### src/pmrs_map.svh
// Offsets, field positions, reset values and timing counts of the supervisor
`ifndef PMRS_MAP_SVH
`define PMRS_MAP_SVH

// ----------------------------------------------------------------------
// Timing
// ----------------------------------------------------------------------
`define SYS_CLK_PERIOD_NS 5
`define RST_HOLD_NS 100
`define RST_HOLD_CYC ((`RST_HOLD_NS + `SYS_CLK_PERIOD_NS - 1) / `SYS_CLK_PERIOD_NS)
`define HOLD_CNT_W 16

// ----------------------------------------------------------------------
// Register offsets
// ----------------------------------------------------------------------
`define REG_CTRL 4'h0
`define REG_STATUS 4'h4

// ----------------------------------------------------------------------
// Control fields
// ----------------------------------------------------------------------
`define CTRL_W 9
`define CTRL_RESET 9'h000
`define CTRL_DET_EN 0
`define CTRL_DET_FALL 1
`define CTRL_DET_RISE 2
`define CTRL_LP_REG 3
`define CTRL_UNDER_DRIVE 4
`define CTRL_DEEP 5
`define CTRL_STANDBY 6
`define CTRL_ENTER 7
`define CTRL_BKP_SRAM 8

// ----------------------------------------------------------------------
// Status fields
// ----------------------------------------------------------------------
`define STAT_DET_OUT 0
`define STAT_DET_FLAG 1
`define STAT_STBY_FLAG 2

// ----------------------------------------------------------------------
// Brownout option codes
// ----------------------------------------------------------------------
`define BRN_KEEP 3'h0
`define BRN_OFF 3'h4
`define BRN_DEFAULT_SEL 3'h0

`endif

### src/pmrs_pkg.sv
// Types shared by the power mode and reset supervisor
package pmrs_pkg;
`include "pmrs_map.svh"

    typedef enum logic [4:0] {
        ST_RESET = 5'b00001,
        ST_RUN = 5'b00010,
        ST_SLEEP = 5'b00100,
        ST_STOP = 5'b01000,
        ST_STANDBY = 5'b10000
    } pwr_state_e;

    typedef struct packed {
        pwr_state_e state;
        logic [`HOLD_CNT_W-1:0] hold_cnt;
        logic [`CTRL_W-1:0] ctrl;
        logic [2:0] brownout_sel;
        logic opt_done;
        logic det_prev;
        logic wake_prev;
        logic det_flag;
        logic stby_flag;
        logic wb_ack;
        logic [31:0] wb_dat;
        logic sys_reset;
        logic core_halt;
        logic clk_stop;
        logic osc_off;
        logic reg_off;
        logic reg_lp;
        logic reg_ud;
        logic bkp_batt;
        logic bkp_sram;
    } pmrs_s;
endpackage

### src/pin_sync_bank.sv
// Two-flop synchroniser bank for asynchronous pins
`timescale 1ns/1ps
module pin_sync_bank #(
    parameter int W = 1,
    parameter logic [W-1:0] RST_VAL = '0
) (
    input wire logic sys_clk_i, // System clock
    input wire logic rst_i, // Synchronous reset
    input wire logic ce_i, // Clock enable
    input wire logic [W-1:0] d_i, // Raw pins
    output logic [W-1:0] q_o // Synchronised pins
);
    typedef struct packed {
        logic [W-1:0] meta;
        logic [W-1:0] sync;
    } sync_s;

    sync_s st;
    sync_s nxt;

    // The first stage feeds only the second stage
    always_comb
    begin
        nxt.meta = d_i;
        nxt.sync = st.meta;
    end

    always_ff @(posedge sys_clk_i)
    begin
        if (rst_i)
        begin
            st.meta <= RST_VAL;
            st.sync <= RST_VAL;
        end
        else if (ce_i)
        begin
            st <= nxt;
        end
    end

    assign q_o = st.sync;
endmodule

### src/power_mode_reset_supervisor.sv
// Power supervision, brownout options, voltage detector and low-power modes
// Operation
// - Reset is held while the supply is under the power-on or brownout level.
// - Option loading keeps the default brownout level, picks one of three, or disables it for good.
// - When enabled, the voltage detector flags falling, rising or both crossings.
// - The reset-disable pin turns off internal supply reset, only where the pin exists.
// - With internal reset off, the detector, battery backup and brownout are all off.
// - Sleep halts only the core, and any peripheral interrupt or event wakes it.
// - Stop halts core-domain clocks and turns off PLL and oscillators, keeping state.
// - In stop the regulator is main or low power, each normal or under-drive.
// - Any external interrupt line source wakes the device from stop.
// - Standby switches off regulator, PLL and oscillators, keeping only backup state.
// - Standby ends on reset pin, watchdog reset, wakeup pin rise or clock event.
// - Standby is refused while the regulator is bypassed.
//
// The Wishbone interface to the registers and the register addresses were left to the implementer.
`timescale 1ns/1ps
`include "pmrs_map.svh"
module power_mode_reset_supervisor #(
    parameter int EXT_LINES = 16,
    parameter bit HAS_RESET_DISABLE_PIN = 1'b1
) (
    input wire logic sys_clk_i, // 200 MHz clock
    input wire logic rst_i, // Synchronous reset, high
    input wire logic ce_i, // Clock enable, freezes all
    input wire logic poweron_below_i, // Supply under power-on level
    input wire logic [3:0] brownout_below_i, // Under default, lvl1..3
    input wire logic volt_det_below_i, // Supply under detector level
    input wire logic internal_reset_disable_pin_i, // Reset-disable pin
    input wire logic external_reset_pin_n_i, // Reset pin, low
    input wire logic independent_watchdog_rst_i, // Watchdog reset
    input wire logic wakeup_pin_i, // Wakeup pin
    input wire logic regulator_bypass_i, // Regulator bypassed
    input wire logic [EXT_LINES-1:0] external_interrupt_line_i, // Lines
    input wire logic [3:0] rtc_event_i, // Alarm,wakeup,tamper,stamp
    input wire logic usb_wake_i, // USB wakeup
    input wire logic eth_wake_i, // Ethernet wakeup
    input wire logic periph_irq_i, // Peripheral irq or event
    input wire logic opt_load_i, // Option word valid
    input wire logic [2:0] opt_brownout_i, // Brownout option code
    input wire logic wb_cyc_i, // Wishbone cycle
    input wire logic wb_stb_i, // Wishbone strobe
    input wire logic wb_we_i, // Wishbone write
    input wire logic [3:0] wb_adr_i, // Wishbone byte address
    input wire logic [3:0] wb_sel_i, // Wishbone byte enables
    input wire logic [31:0] wb_dat_i, // Wishbone write data
    output logic [31:0] wb_dat_o, // Wishbone read data
    output logic wb_ack_o, // Wishbone acknowledge
    output logic sys_reset_o, // Device reset, high
    output logic core_halt_o, // Core halted
    output logic core_clk_stop_o, // Core-domain clocks stopped
    output logic pll_osc_off_o, // PLL and oscillators off
    output logic regulator_off_o, // Regulator off, domain down
    output logic low_power_regulator_o, // Low-power regulator used
    output logic under_drive_o, // Regulator in under-drive
    output logic backup_battery_supply_en_o, // Battery backup usable
    output logic backup_sram_on_o, // Backup SRAM powered
    output logic volt_det_irq_o // Detector interrupt
);
    import pmrs_pkg::*;

    // ------------------------------------------------------------------
    // Elaboration checks
    // ------------------------------------------------------------------
    if (EXT_LINES < 1 || EXT_LINES > 32)
    begin : g_bad_lines
        $error("EXT_LINES must be 1 to 32");
    end

    // ------------------------------------------------------------------
    // Pin synchronisers
    // ------------------------------------------------------------------
    localparam int I_POR = 0;
    localparam int I_BRN = 1;
    localparam int I_DET = 5;
    localparam int I_DIS = 6;
    localparam int I_RSTN = 7;
    localparam int I_WDG = 8;
    localparam int I_WAKE = 9;
    localparam int I_BYP = 10;
    localparam int I_EXT = 11;
    localparam int I_RTC = I_EXT + EXT_LINES;
    localparam int I_USB = I_RTC + 4;
    localparam int I_ETH = I_USB + 1;
    localparam int SW = I_ETH + 1;
    // Supply reads low and reset pin high until real levels arrive
    localparam logic [SW-1:0] SYNC_RST = SW'(9'h081);

    logic [SW-1:0] s;

    pin_sync_bank #(
        .W(SW),
        .RST_VAL(SYNC_RST)
    ) u_sync (
        .sys_clk_i(sys_clk_i),
        .rst_i(rst_i),
        .ce_i(ce_i),
        .d_i({eth_wake_i, usb_wake_i, rtc_event_i,
              external_interrupt_line_i, regulator_bypass_i, wakeup_pin_i,
              independent_watchdog_rst_i, external_reset_pin_n_i,
              internal_reset_disable_pin_i, volt_det_below_i,
              brownout_below_i, poweron_below_i}),
        .q_o(s)
    );

    // ------------------------------------------------------------------
    // Next-state logic
    // ------------------------------------------------------------------
    pmrs_s st;
    pmrs_s nxt;
    logic internal_en;
    logic brownout_trip;
    logic fault;
    logic ext_rst;
    logic det_act;
    logic det_evt;
    logic wake_rise;
    logic stop_wake;
    logic stby_wake;
    logic wb_hit;
    logic wr_ctrl;
    logic wr_stat;
    logic enter;

    always_comb
    begin
        nxt = st;
        internal_en = !(HAS_RESET_DISABLE_PIN && s[I_DIS]);
        // Brownout is ignored with internal reset off
        brownout_trip = internal_en && st.brownout_sel != `BRN_OFF
            && s[I_BRN + int'(st.brownout_sel[1:0])];
        fault = internal_en && (s[I_POR] || brownout_trip);
        // An outside supervisor reaches reset through the reset pin
        ext_rst = !s[I_RSTN] || s[I_WDG];
        det_act = st.ctrl[`CTRL_DET_EN] && internal_en;
        det_evt = det_act && ((st.ctrl[`CTRL_DET_FALL] && s[I_DET]
            && !st.det_prev) || (st.ctrl[`CTRL_DET_RISE] && !s[I_DET]
            && st.det_prev));
        wake_rise = s[I_WAKE] && !st.wake_prev;
        stop_wake = (|s[I_EXT +: EXT_LINES]) || (|s[I_RTC +: 4])
            || s[I_USB] || s[I_ETH] || det_evt;
        stby_wake = wake_rise || (|s[I_RTC +: 4]);
        wb_hit = wb_cyc_i && wb_stb_i && !st.wb_ack;
        wr_ctrl = wb_hit && wb_we_i && wb_adr_i == `REG_CTRL;
        wr_stat = wb_hit && wb_we_i && wb_adr_i == `REG_STATUS
            && wb_sel_i[0];
        enter = wr_ctrl && wb_sel_i[0] && wb_dat_i[`CTRL_ENTER];
        nxt.det_prev = s[I_DET];
        nxt.wake_prev = s[I_WAKE];

        // Options are taken once per power-up; off stays off
        if (opt_load_i && !st.opt_done)
        begin
            nxt.opt_done = 1'b1;
            if (opt_brownout_i != `BRN_KEEP && opt_brownout_i <= `BRN_OFF
                && st.brownout_sel != `BRN_OFF)
            begin
                nxt.brownout_sel = opt_brownout_i;
            end
        end

        // Register bus
        nxt.wb_ack = wb_hit;
        if (wr_ctrl && wb_sel_i[0])
        begin
            nxt.ctrl[7:0] = wb_dat_i[7:0];
        end
        if (wr_ctrl && wb_sel_i[1])
        begin
            nxt.ctrl[8] = wb_dat_i[8];
        end
        nxt.ctrl[`CTRL_ENTER] = 1'b0;
        // A new event beats a clear in the same cycle
        nxt.det_flag = (st.det_flag && !(wr_stat
            && wb_dat_i[`STAT_DET_FLAG])) || det_evt;
        nxt.stby_flag = st.stby_flag && !(wr_stat
            && wb_dat_i[`STAT_STBY_FLAG]);
        if (wb_hit)
        begin
            if (wb_adr_i == `REG_CTRL)
            begin
                nxt.wb_dat = {23'h0, st.ctrl};
            end
            else if (wb_adr_i == `REG_STATUS)
            begin
                nxt.wb_dat = {19'h0, st.state, 1'b0, st.brownout_sel,
                    !internal_en, st.stby_flag, st.det_flag, s[I_DET]};
            end
            else
            begin
                nxt.wb_dat = 32'h0;
            end
        end

        // Power state machine, reset sources first
        if (fault || ext_rst)
        begin
            nxt.state = ST_RESET;
            nxt.hold_cnt = `HOLD_CNT_W'(`RST_HOLD_CYC);
            if (st.state == ST_STANDBY)
            begin
                nxt.stby_flag = 1'b1;
            end
        end
        else
        begin
            case (st.state)
                ST_RESET:
                begin
                    if (st.hold_cnt != `HOLD_CNT_W'(0))
                    begin
                        nxt.hold_cnt = st.hold_cnt - `HOLD_CNT_W'(1);
                    end
                    else
                    begin
                        nxt.state = ST_RUN;
                    end
                end
                ST_RUN:
                begin
                    if (enter && !wb_dat_i[`CTRL_DEEP])
                    begin
                        nxt.state = ST_SLEEP;
                    end
                    else if (enter && wb_dat_i[`CTRL_STANDBY]
                        && !s[I_BYP])
                    begin
                        nxt.state = ST_STANDBY;
                    end
                    else if (enter)
                    begin
                        // Bypassed regulator falls back to stop
                        nxt.state = ST_STOP;
                    end
                end
                ST_SLEEP:
                begin
                    if (periph_irq_i || stop_wake)
                    begin
                        nxt.state = ST_RUN;
                    end
                end
                ST_STOP:
                begin
                    if (stop_wake)
                    begin
                        nxt.state = ST_RUN;
                    end
                end
                ST_STANDBY:
                begin
                    if (stby_wake)
                    begin
                        nxt.state = ST_RESET;
                        nxt.hold_cnt = `HOLD_CNT_W'(`RST_HOLD_CYC);
                        nxt.stby_flag = 1'b1;
                    end
                end
                default:
                begin
                    nxt.state = ST_RESET;
                end
            endcase
        end

        // Core-domain registers are lost across reset and standby
        if (nxt.state == ST_RESET)
        begin
            nxt.ctrl = `CTRL_RESET;
        end

        // Outputs follow the next state so they change with it
        nxt.sys_reset = nxt.state == ST_RESET;
        nxt.core_halt = nxt.state inside {ST_SLEEP, ST_STOP, ST_STANDBY};
        nxt.clk_stop = nxt.state inside {ST_STOP, ST_STANDBY};
        nxt.osc_off = nxt.state inside {ST_STOP, ST_STANDBY};
        nxt.reg_off = nxt.state == ST_STANDBY;
        nxt.reg_lp = nxt.state == ST_STOP
            && nxt.ctrl[`CTRL_LP_REG];
        nxt.reg_ud = nxt.state == ST_STOP
            && nxt.ctrl[`CTRL_UNDER_DRIVE];
        nxt.bkp_batt = internal_en;
        nxt.bkp_sram = nxt.state != ST_STANDBY
            || nxt.ctrl[`CTRL_BKP_SRAM];
    end

    always_ff @(posedge sys_clk_i)
    begin
        if (rst_i)
        begin
            st <= '0;
            st.state <= ST_RESET;
            st.hold_cnt <= `HOLD_CNT_W'(`RST_HOLD_CYC);
            st.brownout_sel <= `BRN_DEFAULT_SEL;
            st.sys_reset <= 1'b1;
            st.bkp_sram <= 1'b1;
        end
        else if (ce_i)
        begin
            st <= nxt;
        end
    end

    assign wb_dat_o = st.wb_dat;
    assign wb_ack_o = st.wb_ack;
    assign sys_reset_o = st.sys_reset;
    assign core_halt_o = st.core_halt;
    assign core_clk_stop_o = st.clk_stop;
    assign pll_osc_off_o = st.osc_off;
    assign regulator_off_o = st.reg_off;
    assign low_power_regulator_o = st.reg_lp;
    assign under_drive_o = st.reg_ud;
    assign backup_battery_supply_en_o = st.bkp_batt;
    assign backup_sram_on_o = st.bkp_sram;
    assign volt_det_irq_o = st.det_flag;

    // ------------------------------------------------------------------
    // Assertions
    // ------------------------------------------------------------------
    supply_reset_a: assert property (@(posedge sys_clk_i) disable iff (rst_i)
        ce_i && fault |=> sys_reset_o && st.state == ST_RESET)
        else $error("supply fault did not hold reset");

    brownout_lock_a: assert property (@(posedge sys_clk_i) disable iff (rst_i)
        ce_i && st.brownout_sel == `BRN_OFF |=> st.brownout_sel == `BRN_OFF)
        else $error("disabled brownout was re-enabled");

    det_irq_a: assert property (@(posedge sys_clk_i) disable iff (rst_i)
        ce_i && det_act && st.ctrl[`CTRL_DET_FALL] && s[I_DET]
        && !st.det_prev |=> volt_det_irq_o)
        else $error("falling supply did not flag interrupt");

    reset_off_a: assert property (@(posedge sys_clk_i) disable iff (rst_i)
        ce_i && !internal_en && !ext_rst && st.state == ST_RUN
        |=> !sys_reset_o)
        else $error("internal reset acted while disabled");

    det_gate_a: assert property (@(posedge sys_clk_i) disable iff (rst_i)
        ce_i && !internal_en && !volt_det_irq_o && !wr_stat
        |=> !volt_det_irq_o && !backup_battery_supply_en_o)
        else $error("detector or battery active with reset off");

    sleep_halt_a: assert property (@(posedge sys_clk_i) disable iff (rst_i)
        st.state == ST_SLEEP |-> core_halt_o && !core_clk_stop_o
        && !pll_osc_off_o)
        else $error("sleep did more than halt the core");

    stop_clk_a: assert property (@(posedge sys_clk_i) disable iff (rst_i)
        st.state == ST_STOP |-> core_clk_stop_o && pll_osc_off_o
        && !regulator_off_o)
        else $error("stop outputs wrong");

    stop_reg_a: assert property (@(posedge sys_clk_i) disable iff (rst_i)
        st.state == ST_STOP |-> low_power_regulator_o
        == st.ctrl[`CTRL_LP_REG] && under_drive_o
        == st.ctrl[`CTRL_UNDER_DRIVE])
        else $error("stop regulator setting wrong");

    stop_wake_a: assert property (@(posedge sys_clk_i) disable iff (rst_i)
        ce_i && st.state == ST_STOP && !fault && !ext_rst
        && (|s[I_EXT +: EXT_LINES]) |=> st.state == ST_RUN && !core_halt_o)
        else $error("external line did not wake stop");

    standby_off_a: assert property (@(posedge sys_clk_i) disable iff (rst_i)
        st.state == ST_STANDBY |-> regulator_off_o && pll_osc_off_o)
        else $error("standby left regulator on");

    standby_wake_a: assert property (@(posedge sys_clk_i) disable iff (rst_i)
        ce_i && st.state == ST_STANDBY && wake_rise |=> sys_reset_o
        && st.stby_flag)
        else $error("wakeup rise did not leave standby");

    no_standby_a: assert property (@(posedge sys_clk_i) disable iff (rst_i)
        ce_i && st.state == ST_RUN && s[I_BYP] |=> st.state != ST_STANDBY)
        else $error("standby entered with bypassed regulator");

    restart_hold_a: assert property (@(posedge sys_clk_i) disable iff (rst_i)
        ce_i && st.state == ST_RESET && st.hold_cnt != `HOLD_CNT_W'(0)
        |=> sys_reset_o && st.ctrl == `CTRL_RESET)
        else $error("reset sequence cut short");
endmodule

### config.mk
export PLATFORM = sky130hd
export DESIGN_NAME = power_mode_reset_supervisor
export DESIGN_NICKNAME = d
export VERILOG_FILES = /design/src/pmrs_pkg.sv /design/src/pin_sync_bank.sv /design/src/power_mode_reset_supervisor.sv
export VERILOG_INCLUDE_DIRS = /design/src
export SDC_FILE = /design/constraint.sdc
export NUM_CORES = 1
export LEC_CHECK = 0
export BUFFER_PORTS_ARGS = -buffer_cell sky130_fd_sc_hd__buf_2
export CAP_MARGIN = 30
export CORE_UTILIZATION = 45
export CTS_BUF_LIST = sky130_fd_sc_hd__clkbuf_4 sky130_fd_sc_hd__clkbuf_8
export CTS_CLUSTER_SIZE = 28
export DETAILED_ROUTE_END_ITERATION = 16
export PLACE_DENSITY_LB_ADDON = 0.2
export SKIP_CTS_REPAIR_TIMING = 1
export SYNTH_ARGS = -nofsm -noshare
export SYNTH_HDL_FRONTEND = slang
export SYNTH_HIERARCHICAL = 1
export SYNTH_SLANG_ARGS = --single-unit
### constraint.sdc
create_clock -name sys_clk_i -period 3.1 [get_ports sys_clk_i]
set_input_delay 0 -clock sys_clk_i [delete_from_list [all_inputs] [get_ports sys_clk_i]]
set_output_delay 0 -clock sys_clk_i [all_outputs]
set_load 0.05 [all_outputs]
# --- After elaboration in Yosys (flattened, before gate mapping) ---
# Cells that the tools add are included.
totals:
  reg_bits: 145
  out_inout_bits: 43
classes:
  addsub: 2
  order_cmp: 2
  n_eq_ne: 14
  muxes: 23
  n_reduce_logical: 68
ops:
  columns: ["cell", "n"]
  rows:
  - ["21-bit 2-to-1 mux", 2]
  - ["16-bit one-hot mux with 2 select lines", 1]
  - ["1-bit logical AND", 31]
  - ["5-bit 2-to-1 mux", 6]
  - ["13-bit 2-to-1 mux", 2]
  - ["5-bit one-hot mux with 5 select lines", 1]
  - ["16-bit 2-to-1 mux", 1]
  - ["16-bit nonzero test", 1]
  - ["16-bit OR reduction", 1]
  - ["16-bit by 1-bit subtractor with 16-bit output, second input constant", 1]
  - ["1-bit logical OR", 12]
  - ["1-bit logical NOT", 11]
  - ["5-bit by 1-bit equality test with 1-bit output, second input constant", 2]
  - ["5-bit by 3-bit equality test with 1-bit output, second input constant", 2]
  - ["5-bit by 4-bit equality test with 1-bit output, second input constant", 2]
  - ["5-bit equality test, second input constant", 2]
  - ["9-bit 2-to-1 mux", 1]
  - ["3-bit != test, second input constant", 3]
  - ["3-bit nonzero test", 3]
  - ["3-bit by 7-bit < comparator with 1-bit output, second input constant", 1]
  - ["1-bit 2-to-1 mux", 7]
  - ["7-bit 2-to-1 mux", 1]
  - ["1-bit binary-select mux with 6-bit select", 1]
  - ["2-bit AND reduction", 3]
  - ["other kinds (10)", 11]

# --- Depth between registers and ports, before layout ---
# Gate-level depths: netlist (run 1).
logic_depth:
  ltp_word: 15
  ltp_mapped: 10

# --- Cells and area by module ---
# Netlist (run 1), hierarchy kept.
by_module_without_submodules:
  columns: ["mod", "n_inst", "cells_per_inst", "area_each_um2", "seq_area_each_um2"]
  rows:
  - ["power_mode_reset_supervisor", 1, 398, 3230.6, 1161.1]
  - ["pin_sync_bank", 1, 213, 2383.5, 1321.3]

# --- Worst setup path before layout (run 1) ---
# OpenSTA, ideal clock, no wires.
synth_path:
  path_type: "reg2reg"
  start: "register st[47] (netlist bit)"
  end: "register st (netlist bit core_halt_o)"
  arrival_time_ns: 2.699
  required_time_ns: 3.021
  setup_slack_ns: 0.321
  path_stages_with_launch: 10
  path_buffers: 1
  cell_sequence: "dfxtp_1 -> inv_1 -> ha_1 -> mux4_2 -> or2_1 -> a41o_1 -> buf_6 -> or4_4 -> o311a_1 -> a211oi_2"
synth_via:
  elab_chain_len: 11
  word_cells_on_any_way: 15
  classes_between: "add/sub: 1; eq/ne: 4; mux: 4; reduce/logical: 6"
synth_rtl:
  columns: ["element", "line_no", "source"]
  rows:
  - ["start, declared", "power_mode_reset_supervisor.sv:109", "pmrs_s st;"]
  - ["start signal, assigned", "power_mode_reset_supervisor.sv:300", "st <= nxt;"]
  - ["1-bit by 2-bit adder with 3-bit output", "power_mode_reset_supervisor.sv:131", "&& s[I_BRN + int'(st.brownout_sel[1:0])];"]
  - ["1-bit binary-select mux with 6-bit select", "power_mode_reset_supervisor.sv:131", null]
  - ["1-bit 2-to-1 mux (not written as such) (2 in a row)", "power_mode_reset_supervisor.sv:131", null]
  - ["1-bit logical AND (*)", "power_mode_reset_supervisor.sv:130", "brownout_trip = internal_en && st.brownout_sel != `BRN_OFF"]
  - ["1-bit logical OR (*)", "power_mode_reset_supervisor.sv:132", "fault = internal_en && (s[I_POR] || brownout_trip);"]
  - ["1-bit logical AND (*)", "power_mode_reset_supervisor.sv:132", null]
  - ["1-bit logical OR (*)", "power_mode_reset_supervisor.sv:196", "if (fault || ext_rst)"]
  - ["21-bit 2-to-1 mux (*)", "power_mode_reset_supervisor.sv:196", null]
  - ["5-bit by 3-bit equality test with 1-bit output (tied with other cells)", "power_mode_reset_supervisor.sv:274", "nxt.core_halt = nxt.state inside {ST_SLEEP, ST_STOP, ST_STANDBY};"]
  - ["3-bit nonzero test (*)", "power_mode_reset_supervisor.sv:274", null]
# Every way passes the cells marked *; elsewhere a longest branch is shown, timed or not. The select of a mux whose other input is x is not followed.
# A chain may end at the register's enable or synchronous reset.

# --- Worst setup path in the final report (run 1) ---
layout_path:
  start: "register st[48] (netlist bit)"
  end: "register st (netlist bit core_halt_o)"
# Same word-level chain as after synthesis.

==> results.json, run 1 <==
{
  "status": "finished, final reports clean",
  "start_util": 0.465,
  "dp.final_hpwl_um": 8210,
  "postRouteWirelength_um": 12800,
  "grt_max_degree": 88,
  "worst_setup_path_start_kind": "register",
  "dp_slack_ns": 0.216,
  "io_pins": 127,
  "ant_nets": 0,
  "globalRouteOverflowTotal": 0,
  "dpl_cell_area_um2": 5920,
  "async_reset_ff_frac": 0,
  "finalClockSkew_ns": 0.0103,
  "hold_path.class": "primary input to register",
  "routedWlPerCell_um": 14.1,
  "critPathMaxFanout": 5,
  "max_freq_ghz": 0.349,
  "drc": 0,
  "syn-cell-area_um2": 5610,
  "htree_num_levels": 4,
  "viasPerCell": 5.17,
  "slew_violations": 0,
  "drt-met1-wl_um": 5870,
  "worst_pin_slew_ns": 0.864,
  "cts_num_sinks": 124,
  "crit_path_top_delay_cell": "or4_4",
  "nets": 817,
  "final-setup-viol-count": 0,
  "power_mw": 3.51,
  "synth_ff_type": "dfxtp_1",
  "powerDensity_nw_per_um2": 512,
  "tns_ns": 0,
  "synth_cell_type_count": 66,
  "clock_latency_ns": 0.43,
  "crit_arrival_ns": 3.21,
  "die-area_um2": 12900,
  "clockBufferDepth": 2,
  "crit_chain": "inv_1 -> ha_1 -> mux4_2 -> or2_1 -> a41o_1 -> or4_4 -> o311a_1 -> a211oi_2",
  "yosysSeqAreaShare": 0.442,
  "routed-wl-met2_um": 6060,
  "dr.pass1.iters": 5,
  "cts_buffers": 17,
  "syn_to_final_growth_pct": 22.3,
  "ys_warn_count": 6,
  "fin_cells": 911,
  "max_stage_delay_ns": 0.58,
  "mostFrequentLayoutCell": "dfxtp_1",
  "setup_ws_ns": 0.233,
  "vias": 4712,
  "layout_min_cycle_time_ns": 2.87,
  "endpoint_kind": "register",
  "peakVddDrop_v": 0.000381,
  "portBuffers": 81,
  "ys_seq_elements": 124,
  "fill_cells": 1084,
  "avgSynthCellArea_um2": 9.19,
  "die_height_um": 114,
  "layout_common_cells": "dfxtp_1, nor2_1, buf_2",
  "gp_congestion": 0.807,
  "holdWs_ns": 0.0212,
  "relSlewSlack": 0.424,
  "path_class": "register to register",
  "track_usage": 0.198,
  "finalCritPeriodShare": 0.925,
  "dp_cells": 824,
  "drt_iter0_markers": 268,
  "placementRows": 40,
  "top_layer_used": "met4",
  "maxCapViolCount": 0,
  "rsz0062_at_grt": "no",
  "first_global_vias": 4210,
  "tritoncts": "built",
  "cp.required_ns": 3.44,
  "syn_inst": 611,
  "synth_edf_count": 0,
  "drive_above_1_share": 0.187,
  "core_area_um2": 12100,
  "timing.final.hold_violations": 0,
  "fin_util": 0.569,
  "diodes": 0,
  "wl_met3_um": 715,
  "antenna_found_initial": 0,
  "die_x_um": 114,
  "ctsRootBufferMaster": "clkbuf_8",
  "grt_pass1_wl_um": 20100,
  "p_leak_nw": 2.96,
  "final_area_um2": 6870,
  "clk_pin_slew_worst_paths_ns": 0.08
}
## logic make-up after synthesis
logic type	count (synthesis)	share of synthesized area
flops	124	0.442
mux	69	0.126
compound gates	97	0.119
fa+ha+maj	3	0.00669
buf+inv	81	0.0949
simple gates	222	0.189
xor+xnor	14	0.0218
other cells	1	0.000668
## metal layers
metal  vias to the layer above  global-route usage
li1                       2341                   -
met2                       150               0.308
met3                        16              0.0563
met1                      2205               0.259
met5                         -                   0
met4                         0              0.0807
## cell type report
cell class,instances,area (um2),share of cell area
Multi-Input combinational cell,425,2670,0.389
Tap cell,168,210,0.0306
Clock inverter,13,141,0.0206
Inverter,12,45.0,0.00656
Timing Repair Buffer,150,1060,0.155
Clock buffer,19,255,0.0372
Sequential cell,124,2480,0.362
## power breakdown
| group | switching (mW) | leakage (nW) | internal (mW) |
|---|---|---|---|
| Sequential | 0.0325 | 1.01 | 1.65 |
| Combinational | 0.253 | 1.75 | 0.172 |
| Clock | 0.662 | 0.196 | 0.747 |
| Total | 0.947 | 2.96 | 2.57 |
## critical path: cells and delay by family, from the launching register on
| family | cells | cell delay [ns] |
|---|---|---|
| compound gates | 3 | 0.66 |
| fa+ha+maj | 1 | 0.34 |
| buf+inv | 1 | 0.06 |
| flops | 1 | 0.41 |
| mux | 1 | 0.49 |
| simple gates | 2 | 0.82 |
## final timing paths
kind / start / endpoint / slack (ns) / depth (start not counted)
worst max-delay path: st[48] / core_halt_o / 0.23 / 8
worst min-delay path: wb_sel_i[0] / volt_det_irq_o / 0.02 / 4
worst max register to register: st[48] / core_halt_o / 0.23 / 8
worst min register to register: u_sync/nxt[0] / u_sync/q_o[0] / 0.46 / 1
## state kept, by name, indices dropped and copies added, names as in the netlist, 12 cells and up
name and flops:
st 36, u_sync/nxt 33, u_sync/q_o 33, wb_dat_o 12
## cells in the mapped netlist, drive strengths merged, types with 6 or more instances
cell type,number,area (um2)
or3,6,37.5
a221oi,8,70.1
o211ai,6,45.0
clkbuf,22,82.6
a21oi,28,140
or4,6,48.8
nor4,14,87.6
dfxtp,124,2480
nand4,7,43.8
nor3,17,96.4
o21ai,15,75.1
nand2,35,131
mux2i,66,661
inv,11,41.3
xor2,9,78.8
nor2,104,390
buf,47,405
Note: power is estimated with default switching activity, not from simulation.
==> run 2, diff against run 1 <==
--- a/config.mk
+++ b/config.mk
@@ -12,9 +12,8 @@
 export CTS_BUF_LIST = sky130_fd_sc_hd__clkbuf_4 sky130_fd_sc_hd__clkbuf_8
 export CTS_CLUSTER_SIZE = 28
 export DETAILED_ROUTE_END_ITERATION = 16
-export PLACE_DENSITY_LB_ADDON = 0.2
+export PLACE_DENSITY = 0.7
 export SKIP_CTS_REPAIR_TIMING = 1
 export SYNTH_ARGS = -nofsm -noshare
 export SYNTH_HDL_FRONTEND = slang
-export SYNTH_HIERARCHICAL = 1
 export SYNTH_SLANG_ARGS = --single-unit
==> results.json, run 2 <==
{
  "status": "finished, final reports clean",
  "drive_above_1_share": 0.192,
  "mostFrequentLayoutCell": "dfxtp_1",
  "synth_cell_type_count": 69,
  "endpoint_kind": "register",
  "first_global_vias": 4255,
  "ant_nets": 0,
  "yosys.area.top_type": "dfxtp_1",
  "fin_cells": 896,
  "cp.required_ns": 3.47,
  "dpl_cell_area_um2": 5930,
  "die_x_um": 113,
  "gp_congestion": 0.857,
  "final-setup-viol-count": 0,
  "slew_violations": 0,
  "rsz0062_at_grt": "no",
  "yosysSeqAreaShare": 0.445,
  "timing.final.hold_violations": 0,
  "core_area_um2": 12100,
  "drc": 0,
  "holdWs_ns": 0.0376,
  "ys_warn_count": 0,
  "synth_edf_count": 0,
  "cts_num_sinks": 124,
  "htree_num_levels": 4,
  "start_util": 0.462,
  "final_area_um2": 6870,
  "hold_path.class": "primary input to register",
  "cts_buffers": 17,
  "syn_inst": 608,
  "grt_pass1_wl_um": 20600,
  "portBuffers": 81,
  "synthTopCellsByCount": "dfxtp_1, nor2_1, mux2i_1",
  "track_usage": 0.206,
  "grt_max_degree": 61,
  "viasPerCell": 5.17,
  "worst_pin_slew_ns": 0.931,
  "syn-cell-area_um2": 5580,
  "globalRouteOverflowTotal": 0,
  "layout_min_cycle_time_ns": 2.64,
  "regMostFlops": "st",
  "power_mw": 3.72,
  "relSlewSlack": 0.379,
  "dp.final_hpwl_um": 9310,
  "ctsRootBufferMaster": "clkbuf_8",
  "drt_iter0_markers": 232,
  "dp_slack_ns": 0.465,
  "async_reset_ff_frac": 0,
  "layout_common_cells": "dfxtp_1, nor2_1, buf_2",
  "diodes": 0,
  "crit_arrival_ns": 3.01,
  "yosysMostFrequentCell": "dfxtp_1",
  "max_freq_ghz": 0.379,
  "clock_latency_ns": 0.44,
  "path_class": "register to register",
  "dr.pass1.iters": 4,
  "maxCapViolCount": 0,
  "antenna_found_initial": 0,
  "syn_to_final_growth_pct": 23.1,
  "clockBufferDepth": 2,
  "synth_ff_type": "dfxtp_1",
  "critPathMaxFanout": 7,
  "largest_reg_flops": 36,
  "die_height_um": 113,
  "finalCritPeriodShare": 0.850,
  "placementRows": 40,
  "worst_setup_path_start_kind": "register",
  "avgSynthCellArea_um2": 9.17,
  "dp_cells": 817,
  "synth_top_area_frac": 0.445,
  "die-area_um2": 12800,
  "tritoncts": "built",
  "synth_area_leaders": "dfxtp_1, mux2i_1, nor2_1",
  "finalClockSkew_ns": 0.0110,
  "nets": 803,
  "routedWlPerCell_um": 14.9,
  "clk_pin_slew_worst_paths_ns": 0.07,
  "fin_util": 0.570,
  "powerDensity_nw_per_um2": 542,
  "postRouteWirelength_um": 13400,
  "tns_ns": 0,
  "io_pins": 127,
  "p_leak_nw": 2.97,
  "vias": 4635,
  "ys_seq_elements": 124,
  "peakVddDrop_v": 0.000284,
  "setup_ws_ns": 0.465
}
==> run 2: cell count changes after synthesis, sizes merged, moves of 4 or more <==
| cell | change |
|---|---|
| nor2b | -4 |
| or2 | -4 |
| o21ai | +7 |
| nand2b | +6 |
| xor2 | -8 |
| clkbuf | -4 |
| a22o | +9 |
| a211o | -5 |
| nand2 | -5 |
==> run 2: worst max-delay path: stages, from the launching register on <==
cell,delay [ns]
dfxtp_1,0.43
inv_1,0.12
ha_1,0.34
mux4_2,0.53
nor2_2,0.18
o21a_1,0.28
nand2_1,0.15
nor4_4,0.35
a22o_1,0.20
==> run 2: report_power, final <==
part	total, mW	internal [mW]	switching (mW)
logic	0.413	0.164	0.249
clock network	1.63	1.00	0.624
registers	1.68	1.65	0.0366
==> run 2: per-layer routing <==
| metal | up-vias | GRT usage | routed length, um |
|---|---|---|---|
| li1 | 2331 | - | - |
| met2 | 118 | 0.339 | 6540 |
| met1 | 2170 | 0.251 | 6060 |
| met5 | - | 0 | 0 |
| met4 | 0 | 0.0982 | 208 |
| met3 | 16 | 0.0557 | 543 |
==> run 2: path summary, 6_finish.rpt <==
| path | slack (ns) | end | cells after the start | start |
|---|---|---|---|---|
| hold / removal | 0.04 | st[58] | 3 | ce_i |
| setup / recovery | 0.46 | st[55] | 8 | st[47] |
| setup reg to reg | 0.46 | st[55] | 8 | st[47] |
| hold reg to reg | 0.45 | core_halt_o | 2 | core_halt_o |
==> run 2: final cells by class <==
class,count,area (um2)
Timing Repair Buffer,134,926
Multi-Input combinational cell,425,2740
Inverter,14,52.6
Clock buffer,20,269
Tap cell,168,210
Fill cell,1121,5190
Clock inverter,11,191
Sequential cell,124,2480
==> run 2: cell families after synthesis <==
group | after synthesis | share of synthesized area
other | 1 | 0.000672
buffers and inverters | 78 | 0.0769
and+or+nand+nor | 221 | 0.203
muxes | 72 | 0.132
AOI/OAI and AO/OA | 106 | 0.130
xor gates and xnor gates | 3 | 0.00471
DFF | 124 | 0.445
adders and majority gates | 3 | 0.00673
